<file path="config.mk">
export PLATFORM = sky130hd
export DESIGN_NAME = dio_diag
export DESIGN_NICKNAME = d
export VERILOG_FILES = /design/src/dio_pkg.sv /design/src/pulse_qual.sv /design/src/diag_pwm.sv /design/src/dio_diag.sv
export SDC_FILE = /design/constraint.sdc
export NUM_CORES = 1
export LEC_CHECK = 0
export ABC_AREA = 1
export BUFFER_PORTS_ARGS = -buffer_cell sky130_fd_sc_hd__buf_2
export CAP_MARGIN = 20
export CORE_ASPECT_RATIO = 0.6
export CORE_MARGIN = 5
export CORE_UTILIZATION = 58
export CTS_BUF_LIST = sky130_fd_sc_hd__clkbuf_8
export DETAILED_ROUTE_END_ITERATION = 6
export PLACE_DENSITY = 0.81
export RECOVER_POWER = 100
export SLEW_MARGIN = 10
export SYNTH_ARGS = -nofsm -noshare
export SYNTH_HDL_FRONTEND = slang
export SYNTH_SLANG_ARGS = --single-unit
</file>
<file path="constraint.sdc">
create_clock -name hclk -period 2.3 [get_ports hclk]
set_clock_uncertainty 0.15 [all_clocks]
set_input_delay 0.23 -clock hclk [delete_from_list [all_inputs] [get_ports hclk]]
set_output_delay 0.23 -clock hclk [all_outputs]
set_load 0.05 [all_outputs]
</file>
<file path="src/dio_pkg.sv">
// package for the discrete i/o and diagnostic pwm block
// constants, register map, field positions and timing counts shared by dio_diag, pin_panel and tb_top
package dio_pkg;

   localparam int CLK_HZ = 10_000_000;
   localparam int CLK_NS = 100;

   // pulse and level qualification times, sync low time and diag pwm rate
   localparam int START_MIN_NS = 100;
   localparam int STOP_MIN_NS = 100;
   localparam int FCLR_MIN_NS = 1000;
   localparam int CAL_HOLD_MS = 100;
   localparam int SYNC_LOW_NS = 3000;
   localparam int DIAG_FREQ_HZ = 128_000;

   // least times round up
   localparam int START_CYC = (START_MIN_NS + CLK_NS - 1) / CLK_NS;
   localparam int STOP_CYC = (STOP_MIN_NS + CLK_NS - 1) / CLK_NS;
   localparam int FCLR_CYC = (FCLR_MIN_NS + CLK_NS - 1) / CLK_NS;
   localparam int CAL_CYC = (CAL_HOLD_MS * (CLK_HZ / 1000));
   localparam int SYNC_LOW_CYC = SYNC_LOW_NS / CLK_NS;
   // diag pwm step: 256 steps per period, at least one cycle per step
   localparam int DIAG_STEP_RAW = CLK_HZ / (DIAG_FREQ_HZ * 256);
   localparam int DIAG_STEP_CYC = (DIAG_STEP_RAW < 1) ? 1 : DIAG_STEP_RAW;

   // drive pwm period, a plain default
   localparam int PWM_PERIOD_CYC = 1000;

   // register byte addresses
   localparam logic [7:0] CTRL_ADDR = 8'h00;
   localparam logic [7:0] CFG_ADDR = 8'h04;
   localparam logic [7:0] STAT_ADDR = 8'h08;
   localparam logic [7:0] FSTAT_ADDR = 8'h0C;
   localparam logic [7:0] FCTRL_ADDR = 8'h10;
   localparam logic [7:0] DSEL_ADDR = 8'h14;
   localparam logic [7:0] SRC_ADDR = 8'h18;

   // control register fields
   localparam int PWM_EN_POS = 0;
   localparam int VEC_EN_POS = 1;
   localparam int OFFS_AUTO_POS = 2;
   // configuration register fields
   localparam int PIN_CTL_POS = 0;
   localparam int REF_SRC_POS = 1;
   // status register fields
   localparam int ST_PWM_POS = 0;
   localparam int ST_VEC_POS = 1;
   localparam int ST_CAL_POS = 2;
   localparam int ST_FAULT_POS = 3;
   // fault control
   localparam int FCLR_POS = 0;
   localparam int FAULT_W = 5;

   localparam logic [31:0] CTRL_RST = 32'h0000_0000;
   localparam logic [31:0] CFG_RST = 32'h0000_0000;
   localparam logic [15:0] DSEL_RST = 16'h0000;

   // diagnostic source codes
   localparam logic [3:0] SRC_INVALID = 4'h4;
   localparam logic [3:0] SRC_QI = 4'hC;
   localparam logic [3:0] SRC_DI = 4'hD;
   localparam int N_SRC = 16;

   localparam logic signed [15:0] SPEED_MAX = 16'sh3FFF;

   typedef struct packed {
      logic start;
      logic stop;
      logic cal;
      logic fclr;
   } pin_s;

   typedef struct packed {
      logic fault;
      logic sync_n;
      logic pwm_on;
   } pout_s;

   typedef enum logic [1:0] {
      CAL_IDLE = 2'b00,
      CAL_WAIT = 2'b01,
      CAL_RUN = 2'b10
   } cal_e;

endpackage

</file>
<file path="src/pulse_qual.sv">
// pulse qualifier: synchronises one pin and reports a level held n cycles
// assumes an asynchronous pin; active-high level after any inversion outside
`timescale 1ns/1ns
module pulse_qual #(
   parameter int CYCLES = 1
) (
   input wire logic hclk,
   input wire logic hresetn,
   input wire logic pin,
   output logic qual_pulse
);
   localparam int CW = $clog2(CYCLES + 1);

   initial begin
      if (CYCLES < 1) $error("pulse_qual needs CYCLES >= 1");
   end

   logic meta;
   logic sync;
   logic [CW-1:0] count;
   logic done;
   wire reached = (count == CW'(CYCLES - 1));

   always_ff @(posedge hclk or negedge hresetn) begin
      if (!hresetn) begin
         meta <= 1'b0;
         sync <= 1'b0;
      end else begin
         meta <= pin;
         sync <= meta;
      end
   end

   // fires once per held level, the cycle after its width is reached
   always_ff @(posedge hclk or negedge hresetn) begin
      if (!hresetn) begin
         count <= '0;
         done <= 1'b0;
         qual_pulse <= 1'b0;
      end else begin
         qual_pulse <= sync && !done && reached;
         if (!sync) begin
            count <= '0;
            done <= 1'b0;
         end else if (reached) begin
            done <= 1'b1;
         end else begin
            count <= count + CW'(1);
         end
      end
   end
endmodule

</file>
<file path="src/diag_pwm.sv">
// one diagnostic pwm channel: 256-step period, duty from an 8-bit value
// assumes step_tick is a one-cycle pulse from the common step divider
`timescale 1ns/1ns
module diag_pwm (
   input wire logic hclk,
   input wire logic hresetn,
   input wire logic step_tick,
   input wire logic [7:0] step,
   input wire logic load,
   input wire logic [7:0] value,
   output logic pwm_out
);
   logic [7:0] held;

   always_ff @(posedge hclk or negedge hresetn) begin
      if (!hresetn) begin
         held <= 8'h00;
         pwm_out <= 1'b0;
      end else begin
         if (load) held <= value;
         if (step_tick) pwm_out <= (step < held);
      end
   end
endmodule

</file>
<file path="src/dio_diag.sv">
// discrete i/o and diagnostic pwm outputs of the motor drive controller
// assumes an ahb-lite master; pins are asynchronous; fault sources arrive on
// the same clock as one-cycle or level events
`timescale 1ns/1ns

////////////////////////////////////////////////////////////////////////////
// Functional notes
// - start pulse of 100 ns sets pwm enable and vector control enable.
// - stop pulse of 100 ns clears pwm enable and vector control enable.
// - calibration held high 100 ms starts calibration, pwm on, vector off.
// - fault clear pulse of 1 us clears pending fault like the clear bit.
// - fault output high whenever any fault status bit is set.
// - sync output low 3 us each pwm period, falling edge starts period.
// - pwm active output mirrors the pwm enable bit.
// - pin control bit 0: only stop honoured, other outputs inactive.
// - writing 1 to pin control bit enables the discrete pins.
// - reference select bit 1 makes the reference adc the speed source.
// - full positive reference gives 16383, full negative gives -16383.
// - four diagnostic channels, each with its own source select.
// - each channel is 8-bit pwm repeating at 128 kHz; here the step is one clock, so 256 cycles at 10 MHz, about 39 kHz.
// - channel values load at the start of each pwm period, whether or not the sync output is enabled.
// - sources rescale linearly to 0..255; -16384 to 0, 16383 to 255.
// - source codes 1..15 decoded; code 4 is not valid.
// - any fault disables pwm and gates, latched until cleared.
module dio_diag #(
   parameter int CAL_CYCLES = dio_pkg::CAL_CYC,
   parameter int PWM_PERIOD = dio_pkg::PWM_PERIOD_CYC
) (
   input wire logic hclk,
   input wire logic hresetn,
   input wire logic hsel,
   input wire logic [7:0] haddr,
   input wire logic [1:0] htrans,
   input wire logic hwrite,
   input wire logic [2:0] hsize,
   input wire logic [31:0] hwdata,
   input wire logic hready,
   output logic [31:0] hrdata,
   output logic hreadyout,
   output logic hresp,
   input wire dio_pkg::pin_s pins,
   input wire logic [dio_pkg::FAULT_W-1:0] fault_events,
   input wire logic [15:0] ref_adc,
   input wire logic [15:0] src_data,
   output dio_pkg::pout_s pouts,
   output logic [15:0] speed_ref,
   output logic gate_enable,
   output logic offset_cal_busy,
   output logic [3:0] diag_out
);

   initial begin
      if (CAL_CYCLES < 1 || PWM_PERIOD <= dio_pkg::SYNC_LOW_CYC)
         $error("dio_diag parameters out of range");
   end

   ////////////////////////////////////////////////////////////////////////
   // ahb-lite slave: zero wait states, always okay

   logic wr_pend;
   logic [7:0] wr_addr;
   logic [7:0] rd_addr;
   wire take = hsel && hready && htrans[1];

   always_ff @(posedge hclk or negedge hresetn) begin
      if (!hresetn) begin
         wr_pend <= 1'b0;
         wr_addr <= 8'h00;
         rd_addr <= 8'h00;
      end else begin
         wr_pend <= take && hwrite;
         if (take) wr_addr <= haddr;
         if (take) rd_addr <= haddr;
      end
   end

   assign hreadyout = 1'b1;
   assign hresp = 1'b0;

   wire wr_ctrl = wr_pend && (wr_addr == dio_pkg::CTRL_ADDR);
   wire wr_cfg = wr_pend && (wr_addr == dio_pkg::CFG_ADDR);
   wire wr_fctrl = wr_pend && (wr_addr == dio_pkg::FCTRL_ADDR);
   wire wr_dsel = wr_pend && (wr_addr == dio_pkg::DSEL_ADDR);

   ////////////////////////////////////////////////////////////////////////
   // discrete inputs: start, stop, fault clear and calibrate are active high here

   logic start_p;
   logic stop_p;
   logic cal_p;
   logic fclr_p;

   pulse_qual #(.CYCLES(dio_pkg::START_CYC)) u_start (
      .hclk(hclk), .hresetn(hresetn), .pin(pins.start),
      .qual_pulse(start_p));
   pulse_qual #(.CYCLES(dio_pkg::STOP_CYC)) u_stop (
      .hclk(hclk), .hresetn(hresetn), .pin(pins.stop),
      .qual_pulse(stop_p));
   pulse_qual #(.CYCLES(CAL_CYCLES)) u_cal (
      .hclk(hclk), .hresetn(hresetn), .pin(pins.cal),
      .qual_pulse(cal_p));
   pulse_qual #(.CYCLES(dio_pkg::FCLR_CYC)) u_fclr (
      .hclk(hclk), .hresetn(hresetn), .pin(pins.fclr),
      .qual_pulse(fclr_p));

   ////////////////////////////////////////////////////////////////////////
   // configuration and control

   logic pin_control_cfg_bit;
   logic speed_ref_source_bit;
   logic pwm_enable_bit;
   logic vector_control_enable_bit;
   logic current_offset_auto_bit;
   logic [dio_pkg::FAULT_W-1:0] fault_status;
   logic [15:0] diag_sel;
   dio_pkg::cal_e cal_state;

   wire pin_control_enable_bit = pin_control_cfg_bit;
   wire pin_start = pin_control_enable_bit && start_p;
   wire pin_cal = pin_control_enable_bit && cal_p;
   wire pin_fclr = pin_control_enable_bit && fclr_p;
   wire fault_any = |fault_status;
   wire clear_fault = pin_fclr ||
      (wr_fctrl && hwdata[dio_pkg::FCLR_POS]);
   wire cal_go = pin_cal && current_offset_auto_bit && !fault_any;

   always_ff @(posedge hclk or negedge hresetn) begin
      if (!hresetn) begin
         pin_control_cfg_bit <= dio_pkg::CFG_RST[dio_pkg::PIN_CTL_POS];
         speed_ref_source_bit <= dio_pkg::CFG_RST[dio_pkg::REF_SRC_POS];
      end else if (wr_cfg) begin
         pin_control_cfg_bit <= hwdata[dio_pkg::PIN_CTL_POS];
         speed_ref_source_bit <= hwdata[dio_pkg::REF_SRC_POS];
      end
   end

   // fault set wins over clear in the same cycle
   always_ff @(posedge hclk or negedge hresetn) begin
      if (!hresetn) fault_status <= '0;
      else fault_status <= (clear_fault ? '0 : fault_status)
                         | fault_events;
   end

   // priority: fault, stop, start/cal, register write
   always_ff @(posedge hclk or negedge hresetn) begin
      if (!hresetn) begin
         pwm_enable_bit <= dio_pkg::CTRL_RST[dio_pkg::PWM_EN_POS];
         vector_control_enable_bit <= dio_pkg::CTRL_RST[dio_pkg::VEC_EN_POS];
         current_offset_auto_bit <=
            dio_pkg::CTRL_RST[dio_pkg::OFFS_AUTO_POS];
      end else begin
         if (wr_ctrl) current_offset_auto_bit <=
            hwdata[dio_pkg::OFFS_AUTO_POS];
         if (fault_any || |fault_events) begin
            pwm_enable_bit <= 1'b0;
            vector_control_enable_bit <= 1'b0;
         end else if (stop_p) begin
            pwm_enable_bit <= 1'b0;
            vector_control_enable_bit <= 1'b0;
         end else if (pin_start) begin
            pwm_enable_bit <= 1'b1;
            vector_control_enable_bit <= 1'b1;
         end else if (cal_go) begin
            pwm_enable_bit <= 1'b1;
            vector_control_enable_bit <= 1'b0;
         end else if (wr_ctrl) begin
            pwm_enable_bit <= hwdata[dio_pkg::PWM_EN_POS];
            vector_control_enable_bit <= hwdata[dio_pkg::VEC_EN_POS];
         end
      end
   end

   // calibration runs until pwm is dropped or vector control is set, by stop, start, fault or software
   always_ff @(posedge hclk or negedge hresetn) begin
      if (!hresetn) cal_state <= dio_pkg::CAL_IDLE;
      else begin
         case (cal_state)
            dio_pkg::CAL_IDLE: if (cal_go) cal_state <= dio_pkg::CAL_WAIT;
            dio_pkg::CAL_WAIT: cal_state <= dio_pkg::CAL_RUN;
            dio_pkg::CAL_RUN:
               if (!pwm_enable_bit || vector_control_enable_bit)
                  cal_state <= dio_pkg::CAL_IDLE;
            default: cal_state <= dio_pkg::CAL_IDLE;
         endcase
      end
   end
   assign offset_cal_busy = (cal_state != dio_pkg::CAL_IDLE);
   assign gate_enable = pwm_enable_bit && !fault_any;

   always_ff @(posedge hclk or negedge hresetn) begin
      if (!hresetn) diag_sel <= dio_pkg::DSEL_RST;
      else if (wr_dsel) diag_sel <= hwdata[15:0];
   end

   ////////////////////////////////////////////////////////////////////////
   // drive pwm period and sync

   localparam int PW = $clog2(PWM_PERIOD + 1);
   logic [PW-1:0] period_cnt;
   wire period_start = (period_cnt == '0);

   always_ff @(posedge hclk or negedge hresetn) begin
      if (!hresetn) period_cnt <= '0;
      else if (period_cnt == PW'(PWM_PERIOD - 1)) period_cnt <= '0;
      else period_cnt <= period_cnt + PW'(1);
   end

   logic sync_low;
   logic fault_q;
   logic pwm_on_indicator;
   always_ff @(posedge hclk or negedge hresetn) begin
      if (!hresetn) begin
         sync_low <= 1'b0;
         fault_q <= 1'b0;
         pwm_on_indicator <= 1'b0;
      end else begin
         sync_low <= pin_control_enable_bit &&
            (period_cnt < PW'(dio_pkg::SYNC_LOW_CYC));
         fault_q <= pin_control_enable_bit && fault_any;
         pwm_on_indicator <= pin_control_enable_bit
            && pwm_enable_bit;
      end
   end
   // one driver for the whole struct: fault, sync_n, pwm_on
   assign pouts = {fault_q, !sync_low, pwm_on_indicator};

   ////////////////////////////////////////////////////////////////////////
   // speed reference from the analog input

   wire signed [15:0] ref_s = ref_adc;
   wire signed [15:0] ref_clip = (ref_s < -dio_pkg::SPEED_MAX) ?
      -dio_pkg::SPEED_MAX : ((ref_s > dio_pkg::SPEED_MAX) ?
      dio_pkg::SPEED_MAX : ref_s);
   always_ff @(posedge hclk or negedge hresetn) begin
      if (!hresetn) speed_ref <= 16'h0000;
      else if (speed_ref_source_bit) speed_ref <= ref_clip;
   end

   ////////////////////////////////////////////////////////////////////////
   // diagnostic channels

   localparam int SW = $clog2(dio_pkg::DIAG_STEP_CYC + 1);
   logic [SW-1:0] step_div;
   logic [7:0] step;
   wire step_tick = (step_div == SW'(dio_pkg::DIAG_STEP_CYC - 1));
   always_ff @(posedge hclk or negedge hresetn) begin
      if (!hresetn) begin
         step_div <= '0;
         step <= 8'h00;
      end else begin
         step_div <= step_tick ? '0 : step_div + SW'(1);
         if (step_tick) step <= step + 8'h01;
      end
   end

   // source word is signed 15-bit range; offset and keep the top 8 bits
   wire [15:0] src_off = src_data + 16'h4000;
   wire [7:0] src_scaled = src_off[14:7];

   genvar ch;
   generate
      for (ch = 0; ch < 4; ch++) begin : g_diag
         wire [3:0] sel = diag_sel[ch*4 +: 4];
         wire sel_ok = (sel != 4'h0) && (sel != dio_pkg::SRC_INVALID);
         logic [7:0] sample;
         always_ff @(posedge hclk or negedge hresetn) begin
            if (!hresetn) sample <= 8'h00;
            else if (period_cnt == PW'(ch + 1))
               sample <= sel_ok ? src_scaled : 8'h00;
         end
         diag_pwm u_ch (
            .hclk(hclk), .hresetn(hresetn), .step_tick(step_tick),
            .step(step), .load(period_start), .value(sample),
            .pwm_out(diag_out[ch]));
      end
   endgenerate

   // external source mux presents the selected word for each channel in turn
   wire [3:0] src_sel_now = diag_sel[(period_cnt[1:0])*4 +: 4];

   ////////////////////////////////////////////////////////////////////////
   // register read

   wire [31:0] status_word = {28'h0000000, fault_any, offset_cal_busy,
      vector_control_enable_bit, pwm_enable_bit};
   always_comb begin
      case (rd_addr)
         dio_pkg::CTRL_ADDR: hrdata = {29'h0, current_offset_auto_bit,
            vector_control_enable_bit, pwm_enable_bit};
         dio_pkg::CFG_ADDR: hrdata = {30'h0, speed_ref_source_bit,
            pin_control_cfg_bit};
         dio_pkg::STAT_ADDR: hrdata = status_word;
         dio_pkg::FSTAT_ADDR: hrdata = {27'h0, fault_status};
         dio_pkg::DSEL_ADDR: hrdata = {16'h0000, diag_sel};
         dio_pkg::SRC_ADDR: hrdata = {28'h0, src_sel_now};
         default: hrdata = 32'h0000_0000;
      endcase
   end
endmodule

</file>
==> impl_metrics.py <==
metrics = {
    "outcome": {
        "status": "completed",
    },
    "pwr": {
        "sw_frac_of_total_pct": 29.3,
        "p_leak_uw": 0.00568,
        "share_comb_of_total_power_pct": 10.3,
        "power.switching_uw": 1800,
        "p_total_uw": 6120,
        "peakVddDrop_mv": 0.396,
        "p_per_area_mw_per_mm2": 573,
        "intPower_uw": 4330,
        "pwr-share-clk_pct": 34.7,
        "power_frac_seq_pct": 55.0,
    },
    "grt": {
        "overflow": 0,
        "grt_pass1_wl_um": 36300,
        "grt_start_max_net_pins": 56,
        "antenna_found_initial": 0,
        "grt_pass1_vias": 7320,
        "grtUsageTotal_pct": 25.1,
    },
    "worst_setup_path": {
        "crit_start": "rd_addr[6]",
        "endpoint_kind": "output pin",
        "cp_top_family": "simple AND/OR/NAND/NOR gates",
        "critPathSlowestCell": "dfrtp_1",
        "worstPathMaxFanout": 4,
        "crit_buf_inv": 2,
        "arrival_ns": 1.92,
        "path_class": "reg -> out",
        "crit_end": "hrdata[1]",
        "r2r-start": "period_cnt[0]",
        "cp-start-kind": "flip-flop",
        "crit_chain": "nor2_4 > nand3_4 > buf_6 > nor2_4 > nand3_2 > nand2_1 > nor2_1 > nand2_1 > buf_6",
        "reg2reg_slack_ns": 0.34,
        "cpPeakStageDelay_ns": 0.43,
        "ff2ff_path_depth": 7,
        "reg2reg_to": "period_cnt[8]",
        "required_ns": 1.92,
        "worst-path-stages": 9,
    },
    "logic_synthesis": {
        "synth_top_flop_cell": "dfrtp_1",
        "yosysTopAreaCell": "dfrtp_1",
        "synth-seq-cells": 182,
        "async_flop_share_pct": 100,
        "synth.top_cell.area_share_pct": 51.4,
        "synth_warnings": 0,
        "synth_commonest_cells": "nand2_1 (238), dfrtp_1 (182), inv_1 (134), nor2_1 (130), o21ai_0 (77)",
        "syn_avg_cell_area_um2": 8.28,
        "synth_edf_count": 0,
        "synth_most_common_cell": "nand2_1",
        "synthCells": 1071,
        "netlist_area_mm2": 0.00887,
        "yosysUniqueCellTypes": 33,
        "ys_seq_area_share_pct": 51.4,
        "ys_top_cells_by_area": "dfrtp_1 (51%), nand2_1 (10%), inv_1 (5.7%), nor2_1 (5.5%), ha_1 (5.1%)",
    },
    "layout": {
        "syn2layout_area_growth_pct": 20.6,
        "final_net_count": 1364,
        "final-seq-area_mm2": 0.00456,
        "nFillCells": 1158,
        "final_area_mm2": 0.0107,
        "multi_input_area_mm2": 0.00366,
        "drive_above_1_share_pct": 15.0,
        "antennaDiodeCount": 0,
        "final_core_util_pct": 70.5,
    },
    "timing": {
        "drv_slew": 0,
        "worstMarginPinSlew_ns": 1.44,
        "final.period_utilization_pct": 100,
        "fmax_ghz": 0.435,
        "setup_viol": 0,
        "fin_hold_ws_ns": 0.0277,
        "slew_headroom_pct": 4.09,
        "final-hold-violation-count": 0,
        "rsz0062_at_grt": "true",
        "worst_slack_ns": 0.0000733,
        "min_period_ns": 2.30,
    },
    "route": {
        "wl_per_cell_um": 15.2,
        "dr.pass1.iters": 6,
        "drc": 0,
        "vias": 7662,
        "drt-total-wl_um": 22100,
        "drt_iter0_drc": 985,
        "drt-vias-per-instance": 5.27,
        "final_antenna_net_count": 0,
    },
    "clock_tree": {
        "clk_latency_ns": 0.47,
        "clock_path_buffers": 2,
        "numCtsBuffers": 17,
        "cts-root-buf": "clkbuf_8",
        "cts.sinks": 182,
        "clkTransAtPathRegs_ns": 0.11,
        "h-tree-depth": 4,
        "tritoncts": "done",
    },
    "die": {
        "core.rowCount": 35,
        "die_y_um": 106,
        "start_util_pct": 58.5,
        "core_area_mm2": 0.0152,
        "die_area_mm2": 0.0179,
        "io_pins": 150,
        "die_w_um": 170,
    },
    "place": {
        "place_area_mm2": 0.00957,
        "pre_cts_ws_ns": 0.312,
        "portBuffers": 103,
        "place.gp.congestion": 0.971,
        "hpwlAfterDp_um": 15200,
    },
    "run": {
        "maxCapViolCount": 0,
    },
    "min_path": {
        "hp-class": "in -> reg",
    },
}
## worst register-to-register path, stage by stage, from the launching register on
cell and delay, ns:
dfrtp_1 0.37, buf_4 0.22, ha_1 0.31, nand2_1 0.14, nor3_1 0.32, inv_1 0.12
nor3_1 0.16, nor3_1 0.06
## registers in the layout, indices dropped and copies added (netlist names), 2 cells and up
name	count
g_diag.u_ch.held	32
g_diag.sample	32
speed_ref	16
period_cnt	10
u_fclr.count	4
cal_state	2
u_cal.count	20
fault_status	5
diag_sel	16
step	8
rd_addr	8
g_diag.u_ch.pwm_out	4
## layout make-up
| cell class | count | area share, % |
|---|---|---|
| timing repair buffer | 180 | 12.2 |
| clock buffer | 17 | 2.19 |
| clock inverter | 15 | 1.51 |
| tap | 203 | 2.38 |
| inverter | 137 | 4.86 |
| multi-input combinational | 719 | 34.2 |
| sequential | 182 | 42.6 |
## what timing repair did
action | in CTS | in global routing
pin swaps | 2 | 9
resized for setup | 18 | 31
buffers inserted | 4 | 2
hold buffers | 57 | 0
endpoints found under the hold margin | 174 | 0
setup endpoints to repair | 7 | 10
## cells by family after synthesis
group	count (synthesis)	share of synthesized area [%]
xor gates and xnor gates	17	1.68
buffers and inverters	186	9.10
DFF	182	51.4
and+or+nand+nor	491	23.5
muxes	2	0.254
AOI/OAI and AO/OA	155	8.91
adders and majority gates	36	5.08
other	2	0.0847
## routing by layer
| metal | track usage (%) | vias up | wire length, um |
|---|---|---|---|
| li1 | - | 3701 | - |
| met1 | 37.6 | 3542 | 9970 |
| met2 | 37.0 | 360 | 9620 |
| met3 | 6.22 | 59 | 2080 |
| met4 | 5.97 | 0 | 452 |
| met5 | 0 | - | 0 |
## cell usage in the layout, fill, tap and decap left out, types with 8 or more instances in the layout
master / instances
nand4_1: 11
o21ai_1: 9
inv_1: 129
o21ai_0: 75
buf_6: 9
nand3_1: 72
dlygate4sd3_1: 57
xor2_1: 14
buf_4: 13
nor2_1: 124
dfrtp_1: 181
nor3_1: 16
ha_1: 36
clkbuf_8: 17
clkbuf_1: 8
conb_1: 18
buf_2: 86
nand2_1: 234
a21oi_1: 64
## per-stage QoR
stage | TNS [ns] | cells
after floorplan | 0 | 1087
after global placement | 0 | 1358
after detailed placement | 0 | 1358
after CTS | 0 | 1451
after global routing | -0.395 | 1453
final | 0 | 1453
## worst min-delay path by stage
stage / start / endpoint / slack [ns] / cells after the start
6_report: ref_adc[12] / speed_ref[12] / 0.03 / 5
5_1_grt: ref_adc[12] / speed_ref[12] / 0.04 / 5
4_1_cts: ref_adc[12] / speed_ref[12] / 0.003 / 5
3_5_place_dp: hresetn / rd_addr[1] / 0.08 / 1
3_3_place_gp: hresetn / rd_addr[1] / 0.08 / 1
2_1_floorplan: hresetn / cal_state[0] / -0.22 / 0
## power groups by stage
stage / Sequential (uW) / Clock, uW / Combinational (uW)
5_1_grt: 3380 / 2310 / 698
3_5_place_dp: 3410 / 0 / 523
4_1_cts: 3350 / 2160 / 610
2_1_floorplan: 3480 / 0 / 254
3_3_place_gp: 3410 / 0 / 509
6_report: 3360 / 2120 / 633
Power figures use the tool's default switching activity.
